### src/spp_map.vh
`ifndef SPP_MAP_VH
`define SPP_MAP_VH
// ----------------------------------------
// Register map
// ----------------------------------------
`define SPP_CTRL_ADDR     8'hF8
`define SPP_DATA_ADDR     8'hA3
`define SPP_RATE_ADDR     8'hA2
`define SPP_CFG_ADDR      8'hA1
`define SPP_CTRL_RESET    8'h06
`define SPP_RATE_RESET    8'h00
`define SPP_CFG_RESET     8'h00
// ----------------------------------------
// Control fields
// ----------------------------------------
`define SPP_BIT_DONE      7
`define SPP_BIT_WRITE_COLLISION_FLAG      6
`define SPP_BIT_MODE_FAULT_FLAG      5
`define SPP_BIT_OVRN      4
`define SPP_SEL_HI        3
`define SPP_SEL_LO        2
`define SPP_BIT_TXE       1
`define SPP_BIT_EN        0
`define SPP_SEL_3WIRE     2'h0
`define SPP_SEL_INPUT     2'h1
`define SPP_SEL_LOW       2'h2
`define SPP_SEL_HIGH      2'h3
// ----------------------------------------
// Config fields
// ----------------------------------------
`define SPP_BIT_MASTER    0
`define SPP_BIT_PHASE     1
`define SPP_BIT_POL       2
// ----------------------------------------
// Timing
// ----------------------------------------
`define SPP_CLK_HZ        10000000
`define SPP_MAX_BIT_HZ    12500000
`define SPP_MIN_HALF_CYC  1
`endif

### src/spp_sync.v
`timescale 1ns/1ps
// ----------------------------------------
// Two-stage synchroniser, one per bit
// ----------------------------------------
module spp_sync #(
  parameter W = 3
) (
  input  wire         ref_clk,
  input  wire         reset_n,
  input  wire [W-1:0] async_in,
  output wire [W-1:0] sync_out
);
  genvar i;
  generate
    for (i = 0; i < W; i = i + 1) begin : g_bit
      reg stage1;
      reg stage2;
      always @(posedge ref_clk or negedge reset_n) begin
        if (!reset_n) begin
          stage1 <= 1'b0;
          stage2 <= 1'b0;
        end else begin
          stage1 <= async_in[i];
          stage2 <= stage1;
        end
      end
      assign sync_out[i] = stage2;
    end
  endgenerate
endmodule // spp_sync

### src/spp_port.v
`timescale 1ns/1ps
`include "spp_map.vh"
// Operation
// RL1 - Set done flag at transfer end; stays set until software clears it.
// RL2 - Data write while buffer full is dropped and sets collision flag.
// RL3 - Master with select input mode and select low sets mode fault.
// RL4 - Slave only: last bit arriving with unread receive data sets overrun.
// RL5 - Select mode: 00 three-wire, 01 input, 10 drive low, 11 high.
// RL6 - Buffer-empty clears on data write, sets when byte enters shifter.
// RL7 - Software disables the port before changing clock phase or polarity.
// RL8 - Clock rate register sets master clock only; ignored as slave.
// RL9 - Master bit rate at most half system clock and 12.5 MHz.
// RL10 - Full-duplex external master stays at or below one tenth clock.
// RL11 - Receive-only external master may run at one quarter clock.
// RL12 - Master clock divided from system clock; each phase one cycle minimum.
module spp_port (
  input  wire       ref_clk,
  input  wire       reset_n,
  input  wire [7:0] reg_addr,
  input  wire       reg_wr,
  input  wire       reg_rd,
  input  wire [7:0] reg_wdata,
  output reg  [7:0] reg_rdata,
  input  wire       sck_in,
  output reg        sck_out,
  output reg        sck_oe,
  input  wire       mosi_in,
  output reg        mosi_out,
  output reg        mosi_oe,
  input  wire       miso_in,
  output reg        miso_out,
  output reg        miso_oe,
  input  wire       slave_select_in,
  output reg        slave_select_out,
  output reg        slave_select_oe,
  output reg        irq
);
  // ----------------------------------------
  // State
  // ----------------------------------------
  localparam [2:0] ST_IDLE = 3'b001;
  localparam [2:0] ST_LEAD = 3'b010;
  localparam [2:0] ST_TRAIL = 3'b100;
  localparam integer RATE_FLOOR_I = ((`SPP_CLK_HZ + `SPP_MAX_BIT_HZ - 1) / `SPP_MAX_BIT_HZ + 1) / 2 - 1;
  localparam [7:0]   RATE_FLOOR   = RATE_FLOOR_I[7:0];

  reg  [7:0] ctrl;
  reg  [7:0] rate;
  reg  [7:0] cfg;
  reg  [7:0] tx_buf;
  reg  [7:0] shifter;
  reg  [7:0] rx_buf;
  reg        rx_full;
  reg  [2:0] state;
  reg  [7:0] div_cnt;
  reg  [3:0] bit_cnt;
  reg        sample_bit;
  reg        sck_prev;
  reg        slv_active;
  wire [2:0] sync_q;

  wire       enabled = ctrl[`SPP_BIT_EN];
  wire       master  = cfg[`SPP_BIT_MASTER];
  wire       phase   = cfg[`SPP_BIT_PHASE];
  wire       pol     = cfg[`SPP_BIT_POL];
  wire [1:0] sel_mode = ctrl[`SPP_SEL_HI:`SPP_SEL_LO];
  wire       s_sck = sync_q[0];
  wire       s_mosi = sync_q[1];
  wire       s_sel = sync_q[2];

  spp_sync #(.W(3)) u_sync (
    .ref_clk  (ref_clk),
    .reset_n  (reset_n),
    .async_in ({slave_select_in, mosi_in, sck_in}),
    .sync_out (sync_q)
  );

  // ----------------------------------------
  // Derived events
  // ----------------------------------------
  wire [7:0] eff_rate = (rate < RATE_FLOOR) ? RATE_FLOOR : rate; // RL9
  wire       div_hit  = (div_cnt == eff_rate);                   // RL12
  wire       wr_ctrl  = reg_wr && (reg_addr == `SPP_CTRL_ADDR);
  wire       wr_data  = reg_wr && (reg_addr == `SPP_DATA_ADDR);
  wire       rd_data  = reg_rd && (reg_addr == `SPP_DATA_ADDR);
  wire       slv_sel  = (sel_mode == `SPP_SEL_3WIRE) ? 1'b1 : !s_sel;
  wire       slv_on   = enabled && !master && slv_sel;
  wire       sck_lvl  = s_sck ^ pol;
  wire       lead_e   = slv_on && sck_lvl && !sck_prev;
  wire       trail_e  = slv_on && !sck_lvl && sck_prev;
  wire       slv_smp  = phase ? trail_e : lead_e;
  wire       fault    = enabled && master && (sel_mode == `SPP_SEL_INPUT) && !s_sel; // RL3
  wire       m_start  = enabled && master && !fault && (state == ST_IDLE) && !ctrl[`SPP_BIT_TXE];
  wire       m_lead   = (state == ST_LEAD) && div_hit;
  wire       m_trail  = (state == ST_TRAIL) && div_hit;
  wire       m_smp    = phase ? m_trail : m_lead;
  wire       m_last   = m_trail && (bit_cnt == 4'h7);
  wire       s_load   = slv_on && !slv_active && !ctrl[`SPP_BIT_TXE];
  wire       s_last   = slv_smp && (bit_cnt == 4'h7);
  wire       xfer_end = m_last || s_last;
  wire       load     = m_start || s_load;
  wire [7:0] next_shift = {shifter[6:0], master ? miso_in : s_mosi};

  // ----------------------------------------
  // Control and status
  // ----------------------------------------
  always @(posedge ref_clk or negedge reset_n) begin
    if (!reset_n) begin
      ctrl    <= `SPP_CTRL_RESET;
      rate    <= `SPP_RATE_RESET;
      cfg     <= `SPP_CFG_RESET;
      tx_buf  <= 8'h00;
      rx_buf  <= 8'h00;
      rx_full <= 1'b0;
    end else begin
      if (wr_ctrl) begin
        ctrl[7:2] <= reg_wdata[7:2];
        ctrl[`SPP_BIT_EN] <= reg_wdata[`SPP_BIT_EN];
      end
      if (reg_wr && (reg_addr == `SPP_RATE_ADDR))
        rate <= reg_wdata;
      if (reg_wr && (reg_addr == `SPP_CFG_ADDR))
        cfg <= reg_wdata;
      if (wr_data && ctrl[`SPP_BIT_TXE]) begin
        tx_buf <= reg_wdata;
        ctrl[`SPP_BIT_TXE] <= 1'b0;                              // RL6
      end else if (load) begin
        ctrl[`SPP_BIT_TXE] <= 1'b1;                              // RL6
      end
      if (wr_data && !ctrl[`SPP_BIT_TXE])
        ctrl[`SPP_BIT_WRITE_COLLISION_FLAG] <= 1'b1;                             // RL2
      if (fault)
        ctrl[`SPP_BIT_MODE_FAULT_FLAG] <= 1'b1;                             // RL3
      if (s_last && rx_full)
        ctrl[`SPP_BIT_OVRN] <= 1'b1;                             // RL4
      if (xfer_end)
        ctrl[`SPP_BIT_DONE] <= 1'b1;                             // RL1
      if (xfer_end) begin
        rx_buf  <= next_shift;
        rx_full <= 1'b1;
      end else if (rd_data) begin
        rx_full <= 1'b0;
      end
    end
  end

  // ----------------------------------------
  // Shift engine
  // ----------------------------------------
  always @(posedge ref_clk or negedge reset_n) begin
    if (!reset_n) begin
      state      <= ST_IDLE;
      div_cnt    <= 8'h00;
      bit_cnt    <= 4'h0;
      shifter    <= 8'h00;
      sample_bit <= 1'b0;
      sck_prev   <= 1'b0;
      slv_active <= 1'b0;
    end else begin
      sck_prev <= sck_lvl;
      div_cnt  <= (state == ST_IDLE || div_hit) ? 8'h00 : div_cnt + 8'h01;
      if (load) begin
        shifter <= tx_buf;
        bit_cnt <= 4'h0;
      end
      case (state)
        ST_IDLE: begin
          if (m_start)
            state <= ST_LEAD;
        end
        ST_LEAD: begin
          if (!enabled || fault)
            state <= ST_IDLE;
          else if (div_hit)
            state <= ST_TRAIL;
        end
        ST_TRAIL: begin
          if (!enabled || fault || m_last)
            state <= ST_IDLE;
          else if (div_hit)
            state <= ST_LEAD;
        end
        default: state <= ST_IDLE;
      endcase
      if (m_smp)
        sample_bit <= miso_in;
      if (master && state != ST_IDLE && (phase ? m_lead : m_trail)) begin
        shifter <= {shifter[6:0], phase ? shifter[0] : sample_bit};
        bit_cnt <= bit_cnt + 4'h1;
      end
      if (s_load)
        slv_active <= 1'b1;
      else if (!slv_on || s_last)
        slv_active <= 1'b0;
      if (slv_smp) begin
        shifter <= next_shift;
        bit_cnt <= bit_cnt + 4'h1;
      end
      // Fresh bit count for every byte, with or without loaded data
      if (xfer_end || (state == ST_IDLE && !slv_on))
        bit_cnt <= 4'h0;
    end
  end

  // ----------------------------------------
  // Pins and read data
  // ----------------------------------------
  always @(posedge ref_clk or negedge reset_n) begin
    if (!reset_n) begin
      sck_out          <= 1'b0;
      sck_oe           <= 1'b0;
      mosi_out         <= 1'b0;
      mosi_oe          <= 1'b0;
      miso_out         <= 1'b0;
      miso_oe          <= 1'b0;
      slave_select_out <= 1'b0;
      slave_select_oe  <= 1'b0;
      irq              <= 1'b0;
      reg_rdata        <= 8'h00;
    end else begin
      sck_out  <= pol ^ (state == ST_TRAIL);                     // RL8
      sck_oe   <= enabled && master;
      mosi_out <= shifter[7];
      mosi_oe  <= enabled && master;
      miso_out <= shifter[7];
      miso_oe  <= slv_on;
      slave_select_out <= (sel_mode == `SPP_SEL_HIGH);           // RL5
      slave_select_oe  <= enabled && sel_mode[1];                // RL5
      irq <= |ctrl[7:4];                                         // RL1
      case (reg_addr)
        `SPP_CTRL_ADDR: reg_rdata <= ctrl;
        `SPP_DATA_ADDR: reg_rdata <= rx_buf;
        `SPP_RATE_ADDR: reg_rdata <= rate;
        `SPP_CFG_ADDR:  reg_rdata <= cfg;
        default:        reg_rdata <= 8'h00;
      endcase
    end
  end
endmodule // spp_port

### config.mk
export PLATFORM = sky130hd
export DESIGN_NAME = spp_port
export DESIGN_NICKNAME = d
export VERILOG_FILES = /design/src/spp_sync.v /design/src/spp_port.v
export VERILOG_INCLUDE_DIRS = /design/src
export SDC_FILE = /design/constraint.sdc
export NUM_CORES = 1
export LEC_CHECK = 0
export ABC_AREA = 1
export BUFFER_PORTS_ARGS = -buffer_cell sky130_fd_sc_hd__buf_2
export CORE_MARGIN = 5
export CORE_UTILIZATION = 50
export DETAILED_ROUTE_END_ITERATION = 16
export PLACE_DENSITY = 0.69
export SYNTH_ARGS = -nofsm -noshare
export SYNTH_HDL_FRONTEND = slang
export SYNTH_HIERARCHICAL = 1
export SYNTH_SLANG_ARGS = --single-unit
### constraint.sdc
create_clock -name ref_clk -period 1.9 [get_ports ref_clk]
set_input_delay 0 -clock ref_clk [delete_from_list [all_inputs] [get_ports ref_clk]]
set_output_delay 0 -clock ref_clk [all_outputs]
set_load 0.005 [all_outputs]
==> flow_summary.json, run 1 <==
{
  "whs_endpoint": "rate[2]$_DFFE_PN0P_",
  "finish.utilization_pct": 58.41,
  "power.density_nw_per_um2": 815.2,
  "viasPerCell": 5.111,
  "fin_crit_sh_pct": 92.62,
  "remaining_drc_errors": 0,
  "io_pins": 41,
  "grt_overflow": 0,
  "grt_pass1_wl_mm": 15.39,
  "grt_pass1_vias": 3097,
  "timing.fmax_mhz": 568.2,
  "diodes": 0,
  "layout-drive-gt1-share_pct": 22.93,
  "die_w_um": 100.8,
  "fp-row-count": 33,
  "antenna_found_initial": 0,
  "dieHeight_um": 100.8,
  "max_cap_viol_count": 0,
  "first_pass_iters": 4,
  "synth-edff-count": 0,
  "r2r_setup_slack_ns": 0.14,
  "slew_viol_final": 0,
  "slowest_delay_ns": 0.58,
  "crit_required_ns": 2.21,
  "synth_cells": 454,
  "grt_max_degree": 45,
  "drtIter0Drc": 156,
  "min_period_ns": 1.760,
  "ys.flop_type": "dfrtp_1",
  "holdCritStartpoint": "reg_wdata[2]",
  "avgSynthCellArea_um2": 9.070,
  "reg2reg_to": "bit_cnt[3]$_DFFE_PN0P_",
  "numCtsBuffers": 9,
  "finalSetupViolCount": 0,
  "nets": 540,
  "track_usage_pct": 19.52,
  "core_um2": 8134,
  "outcome": "completed",
  "layout-area-overhead-vs-synth_pct": 15.38,
  "yosys_warnings": 6,
  "vias": 3189,
  "min-delay-path-class": "input port to register",
  "ys_seq_area_share_pct": 53.57,
  "synth-seq-cells": 88,
  "initial_core_util_pct": 50.62,
  "syn-num-nets": 480,
  "gp_congestion": 0.8787,
  "ys_async_sr_fraction_pct": 100.0,
  "timing.rr.start": "ctrl[2]$_DFFE_PN1P_",
  "syn_area_um2": 4118,
  "crit_arrival_ns": 2.07,
  "worst_pin_slew_ns": 0.5410,
  "slew_headroom_pct": 63.93,
  "clkSlewWorstSetupHoldPaths_ns": 0.10,
  "cts.path.max_buffers": 2,
  "synth_cell_types": 45,
  "p_leak_nw": 2.447,
  "ys_top_cells_by_count": "nand2_1, dfrtp_1, inv_1",
  "clk_latency_ns": 0.36,
  "drt-total-wl_mm": 9.142,
  "hpwl_mm": 6.725,
  "end_kind": "register",
  "die-area_um2": 10150,
  "synth.most_common_cell": "nand2_1",
  "final_antenna_net_count": 0,
  "cts_tree": "yes",
  "worst_path_max_delay_cell": "dfstp_2",
  "wl_per_cell_um": 14.65,
  "crit_type": "register to register",
  "io_buffer_count": 40,
  "numClockSinks": 88,
  "hold-path-cell-count": 3,
  "cts_max_level": 3,
  "r2r_cells": 9,
  "synth_area_leaders": "dfrtp_1, nand2_1, nand3_1",
  "root_buffer": "clkbuf_8",
  "path_max_fanout": 11,
  "hold_viol": 0,
  "cp_cell_sequence": "inv_2 > a21oi_2 > nor3_4 > and2_4 > inv_4 > nand2_4 > nor2_4 > nand3_1 > nand2_1",
  "ir_drop_v": 0.0004662,
  "tns_ns": 0,
  "synth.largest_area_cell": "dfrtp_1",
  "startpoint_type": "register",
  "synthDominantCellAreaShare_pct": 51.66,
  "skew_ns": 0.01193
}
-- sequential cells by signal, summed over array words and instances, names as in the netlist, 3 cells and up --
signal and cells:
bit_cnt 4, cfg 8, ctrl 8, div_cnt 8, rate 8, reg_rdata 8, rx_buf 8, shifter 8
state 3, tx_buf 8, u_sync/g_bit.stage1 3, u_sync/g_bit.stage2 3
-- area by class of cell --
class                      instances  area, um^2
tap                              105       131.4
timing repair buffer              61       390.4
multi-input combinational        306        1658
inverter                          48       185.2
clock inverter                     7       55.05
clock buffer                       9       123.9
fill                             726        3383
sequential                        88        2207
-- how the worst max path moves through the flow --
stage | start | end
2_1_floorplan | rate[6]$_DFFE_PN0P_ | shifter[0]$_DFFE_PN0P_
3_3_place_gp | ctrl[2]$_DFFE_PN1P_ | bit_cnt[1]$_DFFE_PN0P_
3_5_place_dp | ctrl[2]$_DFFE_PN1P_ | bit_cnt[3]$_DFFE_PN0P_
4_1_cts | ctrl[2]$_DFFE_PN1P_ | bit_cnt[1]$_DFFE_PN0P_
5_1_grt | rate[6]$_DFFE_PN0P_ | shifter[3]$_DFFE_PN0P_
6_report | ctrl[2]$_DFFE_PN1P_ | bit_cnt[3]$_DFFE_PN0P_
-- what timing repair did --
item	4_1_cts	5_1_grt
setup endpoints to repair	0	12
endpoints found under the hold margin	64	0
resized for setup	0	4
setup buffers	0	3
hold buffers	12	0
-- layer usage --
layer / up-vias / global-route usage, % / part of all wire (%)
met5: - / 0 / 0
met4: 0 / 7.047 / 1.5
met3: 13 / 2.976 / 4.6
met2: 63 / 31.09 / 49
met1: 1508 / 27.11 / 45
li1: 1605 / - / -
-- where the power goes --
| group | switching [mW] | internal [mW] |
|---|---|---|
| Combinational | 0.372 | 0.199 |
| Sequential | 0.108 | 2.00 |
| Clock | 0.707 | 0.486 |
-- metrics by stage --
step	hold slack (ns)	cell area [um^2]	setup slack (ns)	total power, mW	instances
2_1_floorplan	-0.2956	4118	0.3695	2.502	454
3_3_place_gp	0.02154	4399	0.1851	2.676	592
3_5_place_dp	0.02026	4399	0.1355	2.692	592
4_1_cts	0.002236	4698	0.1120	3.902	620
5_1_grt	0.008666	4751	-0.02165	4.079	624
6_report	0.009684	4751	0.1402	3.873	624
-- worst max-delay path: cells and delay by family (launching register included) --
family | cells | cell delay [ns]
buffers and inverters | 2 | 0.17
AOI/OAI and AO/OA | 1 | 0.16
DFF | 1 | 0.58
and+or+nand+nor | 6 | 0.81
-- cells by family after synthesis --
family	count (synthesis)	share of synthesized area (%)
and+or+nand+nor	242	28.56
AOI/OAI and AO/OA	52	8.295
DFF	88	53.57
xor gates and xnor gates	9	2.097
buffers and inverters	61	6.867
adders and majority gates	2	0.6076
-- cell usage in the layout, fill, tap and decap left out, types with 3 or more instances in the layout --
cell type	instances
inv_1	36
o21ai_2	9
o21ai_0	7
nand3b_1	3
nand2_4	4
dlygate4sd3_1	12
nand2_2	4
nor2_4	3
nand3_1	29
buf_2	39
dfrtp_1	84
inv_2	10
nor3_2	3
dfstp_2	3
buf_4	10
nor3b_1	3
nor2_1	17
o21ai_1	19
a21oi_1	3
nor3_1	3
nand2_1	147
xor2_1	4
o2111ai_1	8
clkbuf_8	9
nand4_1	14
Note: power is estimated with default switching activity, not from simulation.
==> run 2, diff against run 1 <==
Settings changed: HOLD_SLACK_MARGIN set to 0.1, PLACE_DENSITY 0.69 to not set, PLACE_DENSITY_LB_ADDON set to 0.1.
==> run 2 against run 1 <==
- first-iteration DRC count shrank 13%
- register-to-register slack gained 0.04 ns
- sequential power is essentially flat
- power increased by 4.3%
- routed wire length increased by 3.3%
- clock power is 13% higher
- combinational power increased by 3.9%
- critical path type unchanged
==> flow_summary.json, run 2 (synthesis gave the netlist of run 1 again) <==
{
  "placement.cell_area_um2": 4429,
  "slew_headroom_pct": 71.53,
  "drtIter0Drc": 136,
  "hold_viol": 0,
  "die-area_um2": 10150,
  "cts_max_level": 3,
  "path_max_fanout": 7,
  "fillers": 763,
  "tns_ns": 0,
  "die_w_um": 100.8,
  "startpoint_type": "register",
  "viasPerCell": 5.025,
  "track_usage_pct": 20.10,
  "skew_ns": 0.01194,
  "crit_type": "register to register",
  "power.density_nw_per_um2": 831.0,
  "finalSetupViolCount": 0,
  "numCtsBuffers": 9,
  "drt-total-wl_mm": 9.446,
  "power_mw": 4.040,
  "io_pins": 41,
  "critPathBufInv": 1,
  "root_buffer": "clkbuf_8",
  "initial_core_util_pct": 50.62,
  "setup_ws_ns": 0.1757,
  "grt_max_degree": 35,
  "cp_cell_sequence": "xnor2_2 > nand2_1 > nor2_2 > nand3_1 > nand2_2 > nand3_4 > nand2_4 > buf_4 > nand2_1 > nand3_1",
  "min_period_ns": 1.724,
  "dp_worst_setup_slack_ns": 0.09812,
  "wl_per_cell_um": 14.95,
  "slowest_delay_ns": 0.46,
  "final_antenna_net_count": 0,
  "finish.utilization_pct": 59.76,
  "nets": 548,
  "finalNonFillerCells": 632,
  "vias": 3176,
  "core_um2": 8134,
  "crit_required_ns": 2.19,
  "io_buffer_count": 40,
  "fp-row-count": 33,
  "p_leak_nw": 2.494,
  "remaining_drc_errors": 0,
  "outcome": "completed",
  "slew_viol_final": 0,
  "min-delay-path-class": "input port to asynchronous set/reset pin",
  "layout-area-overhead-vs-synth_pct": 18.05,
  "worst_path_max_delay_cell": "dfrtp_1",
  "numClockSinks": 88,
  "hpwl_mm": 7.026,
  "crit_arrival_ns": 2.02,
  "clkSlewWorstSetupHoldPaths_ns": 0.09,
  "max_cap_viol_count": 0,
  "first_pass_iters": 4,
  "grt_overflow": 0,
  "grt_pass1_vias": 3122,
  "layout-drive-gt1-share_pct": 23.53,
  "clk_latency_ns": 0.36,
  "hold_ws_ns": 0.1161,
  "crit_family": "simple AND/OR/NAND/NOR gates",
  "cts.path.max_buffers": 2,
  "grt_pass1_wl_mm": 15.68,
  "timing.fmax_mhz": 579.9,
  "ir_drop_v": 0.0004890,
  "diodes": 0,
  "placed_cells": 596,
  "final_cell_area_um2": 4861,
  "cts_tree": "yes",
  "dieHeight_um": 100.8,
  "fin_crit_sh_pct": 90.75,
  "end_kind": "register",
  "final_common_cell": "nand2_1",
  "final_cell_mix": "nand2_1, dfrtp_1, buf_2",
  "antenna_found_initial": 0,
  "gp_congestion": 0.8474,
  "worst_pin_slew_ns": 0.4270
}
-- run 2: worst paths after layout --
path | from | endpoint | slack [ns] | depth (start not counted)
worst max-delay path | rate[6]$_DFFE_PN0P_ | shifter[3]$_DFFE_PN0P_ | 0.18 | 10
worst min-delay path | reset_n | reg_rdata[5]$_DFF_PN0_ | 0.12 | 2
worst max register to register | rate[6]$_DFFE_PN0P_ | shifter[3]$_DFFE_PN0P_ | 0.18 | 10
worst min register to register | u_sync/g_bit[1].stage1$_DFF_PN0_ | u_sync/g_bit[1].stage2$_DFF_PN0_ | 0.35 | 0
max in group asynchronous | reset_n | ctrl[2]$_DFFE_PN1P_ | 1.05 | 3
min in group ref_clk | reg_addr[3] | reg_rdata[3]$_DFF_PN0_ | 0.12 | 5
-- run 2: layout make-up --
cell class	instances	area [um^2]	share of cell area (%)
clock buffer	10	137.6	2.831
sequential	88	2207	45.41
timing repair buffer	70	470.5	9.678
multi-input combinational	305	1662	34.18
clock inverter	6	67.56	1.390
tap	105	131.4	2.703
inverter	48	185.2	3.810
-- run 2: what timing repair did --
item                                    CTS  global route
hold buffers                             17             0
endpoints found under the setup margin    0            13
hold endpoints to repair                122             0
setup buffers                             0             3
resized for setup                         0             6
-- run 2: report_power, final --
| group | switching (mW) | total, mW | internal, mW | leakage (nW) |
|---|---|---|---|---|
| clock | 0.691 | 1.34 | 0.648 | 0.0989 |
| combinational | 0.381 | 0.593 | 0.211 | 1.23 |
| sequential | 0.108 | 2.11 | 2.00 | 1.17 |
| total | 1.18 | 4.04 | 2.86 | 2.49 |
-- run 2: routing by layer --
metal	GRT usage [%]	share of wire, %
met3	3.391	4.9
met2	31.90	48
met1	28.23	46
met5	0	0
met4	6.321	0.90
==> run 3, diff against run 2 <==
Settings changed: CORE_MARGIN 5 to 10, CTS_CLUSTER_DIAMETER set to 200, PLACE_DENSITY_LB_ADDON 0.1 to 0.3.
==> run 3 against run 2 <==
- global-route usage shrank 4.7 points
- cell count shrank 0.95%
- routed wire length shrank 3.0%
- sequential cell count is the same
- count of clock-buffer cells in the layout shrank 1
- critical path depth shrank 1
- sequential power is essentially flat
- cell area shrank 0.80%
- core utilization shrank 0.48 points
==> flow_summary.json, run 3 (synthesis gave the netlist of run 1 again) <==
{
  "fin_crit_sh_pct": 91.75,
  "hold_ws_ns": 0.1229,
  "hold-path-cell-count": 5,
  "numCtsBuffers": 9,
  "power.density_nw_per_um2": 834.8,
  "gp_congestion": 0.8935,
  "swShare_pct": 29.71,
  "layout-drive-gt1-share_pct": 21.69,
  "wl_per_cell_um": 14.63,
  "die-area_um2": 12270,
  "io_pins": 41,
  "crit_required_ns": 2.14,
  "cts_tree": "yes",
  "whs_endpoint": "reg_rdata[4]$_DFF_PN0_",
  "cts_max_level": 3,
  "die_w_um": 110.8,
  "slew_viol_final": 0,
  "final_antenna_net_count": 0,
  "timing.rr.start": "rate[6]$_DFFE_PN0P_",
  "root_buffer": "clkbuf_8",
  "initial_core_util_pct": 50.62,
  "p_seq_share_pct": 52.3,
  "p_clk_share_pct": 33.0,
  "viasPerCell": 5.187,
  "ir_drop_v": 0.0004391,
  "tns_ns": 0,
  "end_kind": "register",
  "min_period_ns": 1.743,
  "nets": 542,
  "timing.fmax_mhz": 573.6,
  "crit_arrival_ns": 1.99,
  "startpoint": "rate[6]$_DFFE_PN0P_",
  "grt_pass1_wl_mm": 15.77,
  "layout-area-overhead-vs-synth_pct": 17.11,
  "numClockSinks": 88,
  "final_cell_mix": "nand2_1, dfrtp_1, buf_2",
  "min-delay-path-class": "input port to register",
  "hold_viol": 0,
  "core_um2": 8134,
  "skew_ns": 0.009265,
  "startpoint_type": "register",
  "crit_type": "register to register",
  "grt_pass1_vias": 3241,
  "p_sw_mw": 1.196,
  "worst_pin_slew_ns": 0.5960,
  "remaining_drc_errors": 0,
  "cts.path.max_buffers": 2,
  "finalSetupViolCount": 0,
  "path_max_fanout": 7,
  "holdCritStartpoint": "reg_addr[3]",
  "final_common_cell": "nand2_1",
  "first_pass_iters": 4,
  "outcome": "completed",
  "grt_max_degree": 75,
  "hpwl_mm": 6.763,
  "grt_overflow": 0,
  "drtIter0Drc": 221,
  "r2r_cells": 9,
  "diodes": 0,
  "clkSlewWorstSetupHoldPaths_ns": 0.09,
  "r2r_setup_slack_ns": 0.16,
  "antenna_found_initial": 0,
  "track_usage_pct": 15.37,
  "reg2reg_to": "shifter[1]$_DFFE_PN0P_",
  "p_leak_nw": 2.466,
  "clk_latency_ns": 0.36,
  "dieHeight_um": 110.8,
  "internal_power_mw": 2.829,
  "max_cap_viol_count": 0,
  "fp-row-count": 33,
  "drt-total-wl_mm": 9.159,
  "io_buffer_count": 40,
  "pwr-share-comb_pct": 14.7,
  "vias": 3247,
  "rsz0062_at_grt": "no",
  "slew_headroom_pct": 60.14
}
## run 3: changes by cell type in the layout (fill, tap and decap cells not counted), sizes merged
cell	change
clkbuf	-1
dlygate4sd3	+1
clkinv	+1
buf	-7
## run 3: cell type report
type / count / area, um^2
tap: 105 / 131.4
timing repair buffer: 64 / 452.9
clock inverter: 7 / 80.08
fill: 707 / 3312
clock buffer: 9 / 123.9
inverter: 48 / 185.2
multi-input combinational: 305 / 1642
sequential: 88 / 2207
## run 3: worst max-delay path by stage
stage / endpoint / slack (ns) / depth (start not counted)
after floorplan: shifter[0]$_DFFE_PN0P_ / 0.37 / 9
after global placement: bit_cnt[3]$_DFFE_PN0P_ / 0.17 / 9
after detailed placement: shifter[5]$_DFFE_PN0P_ / 0.13 / 10
after CTS: shifter[5]$_DFFE_PN0P_ / 0.12 / 10
after global routing: bit_cnt[1]$_DFFE_PN0P_ / 0.004 / 12
final: shifter[1]$_DFFE_PN0P_ / 0.16 / 9
## run 3: through the flow
step | area, um^2 | std cells | power [mW] | util (%) | setup WS, ns
after global placement | 4397 | 590 | 2.671 | 54.05 | 0.1709
after floorplan | 4118 | 454 | 2.502 | - | 0.3695
after CTS | 4781 | 624 | 4.043 | 58.78 | 0.1164
final | 4822 | 626 | 4.025 | 59.28 | 0.1567
after detailed placement | 4397 | 590 | 2.691 | 54.05 | 0.1261
after global routing | 4822 | 626 | 4.245 | 59.28 | 0.004456
## run 3: what timing repair did
action / 4_1_cts / 5_1_grt
hold buffers: 18 / 0
resized for setup: 0 / 3
setup endpoints to repair: 0 / 20
setup buffers: 0 / 2
endpoints found under the hold margin: 122 / 0
## run 3: power groups by stage
stage          combinational, mW  sequential (mW)  clock, mW
2_1_floorplan              0.391             2.11          0
3_3_place_gp               0.534             2.14          0
3_5_place_dp               0.550             2.14          0
4_1_cts                    0.582             2.10       1.36
5_1_grt                    0.687             2.12       1.43
6_report                   0.594             2.11       1.33
## run 3: worst max-delay path, cell delays in order, from the launching register on
cell,delay (ns)
dfrtp_1,0.43
xnor2_1,0.24
nand2_1,0.10
nor2_2,0.15
nand3_1,0.12
nand2_1,0.12
nand3_4,0.11
buf_4,0.18
nand4_1,0.08
nand3_1,0.08
## run 3: metal layers
layer	routed length (um)	track usage (%)	vias up	share of wire, %
met3	563	3.247	14	6.1
li1	-	-	1605	-
met1	4025	19.55	1531	44
met2	4349	24.49	97	47
met5	0	0	-	0
met4	221	6.944	0	2.4
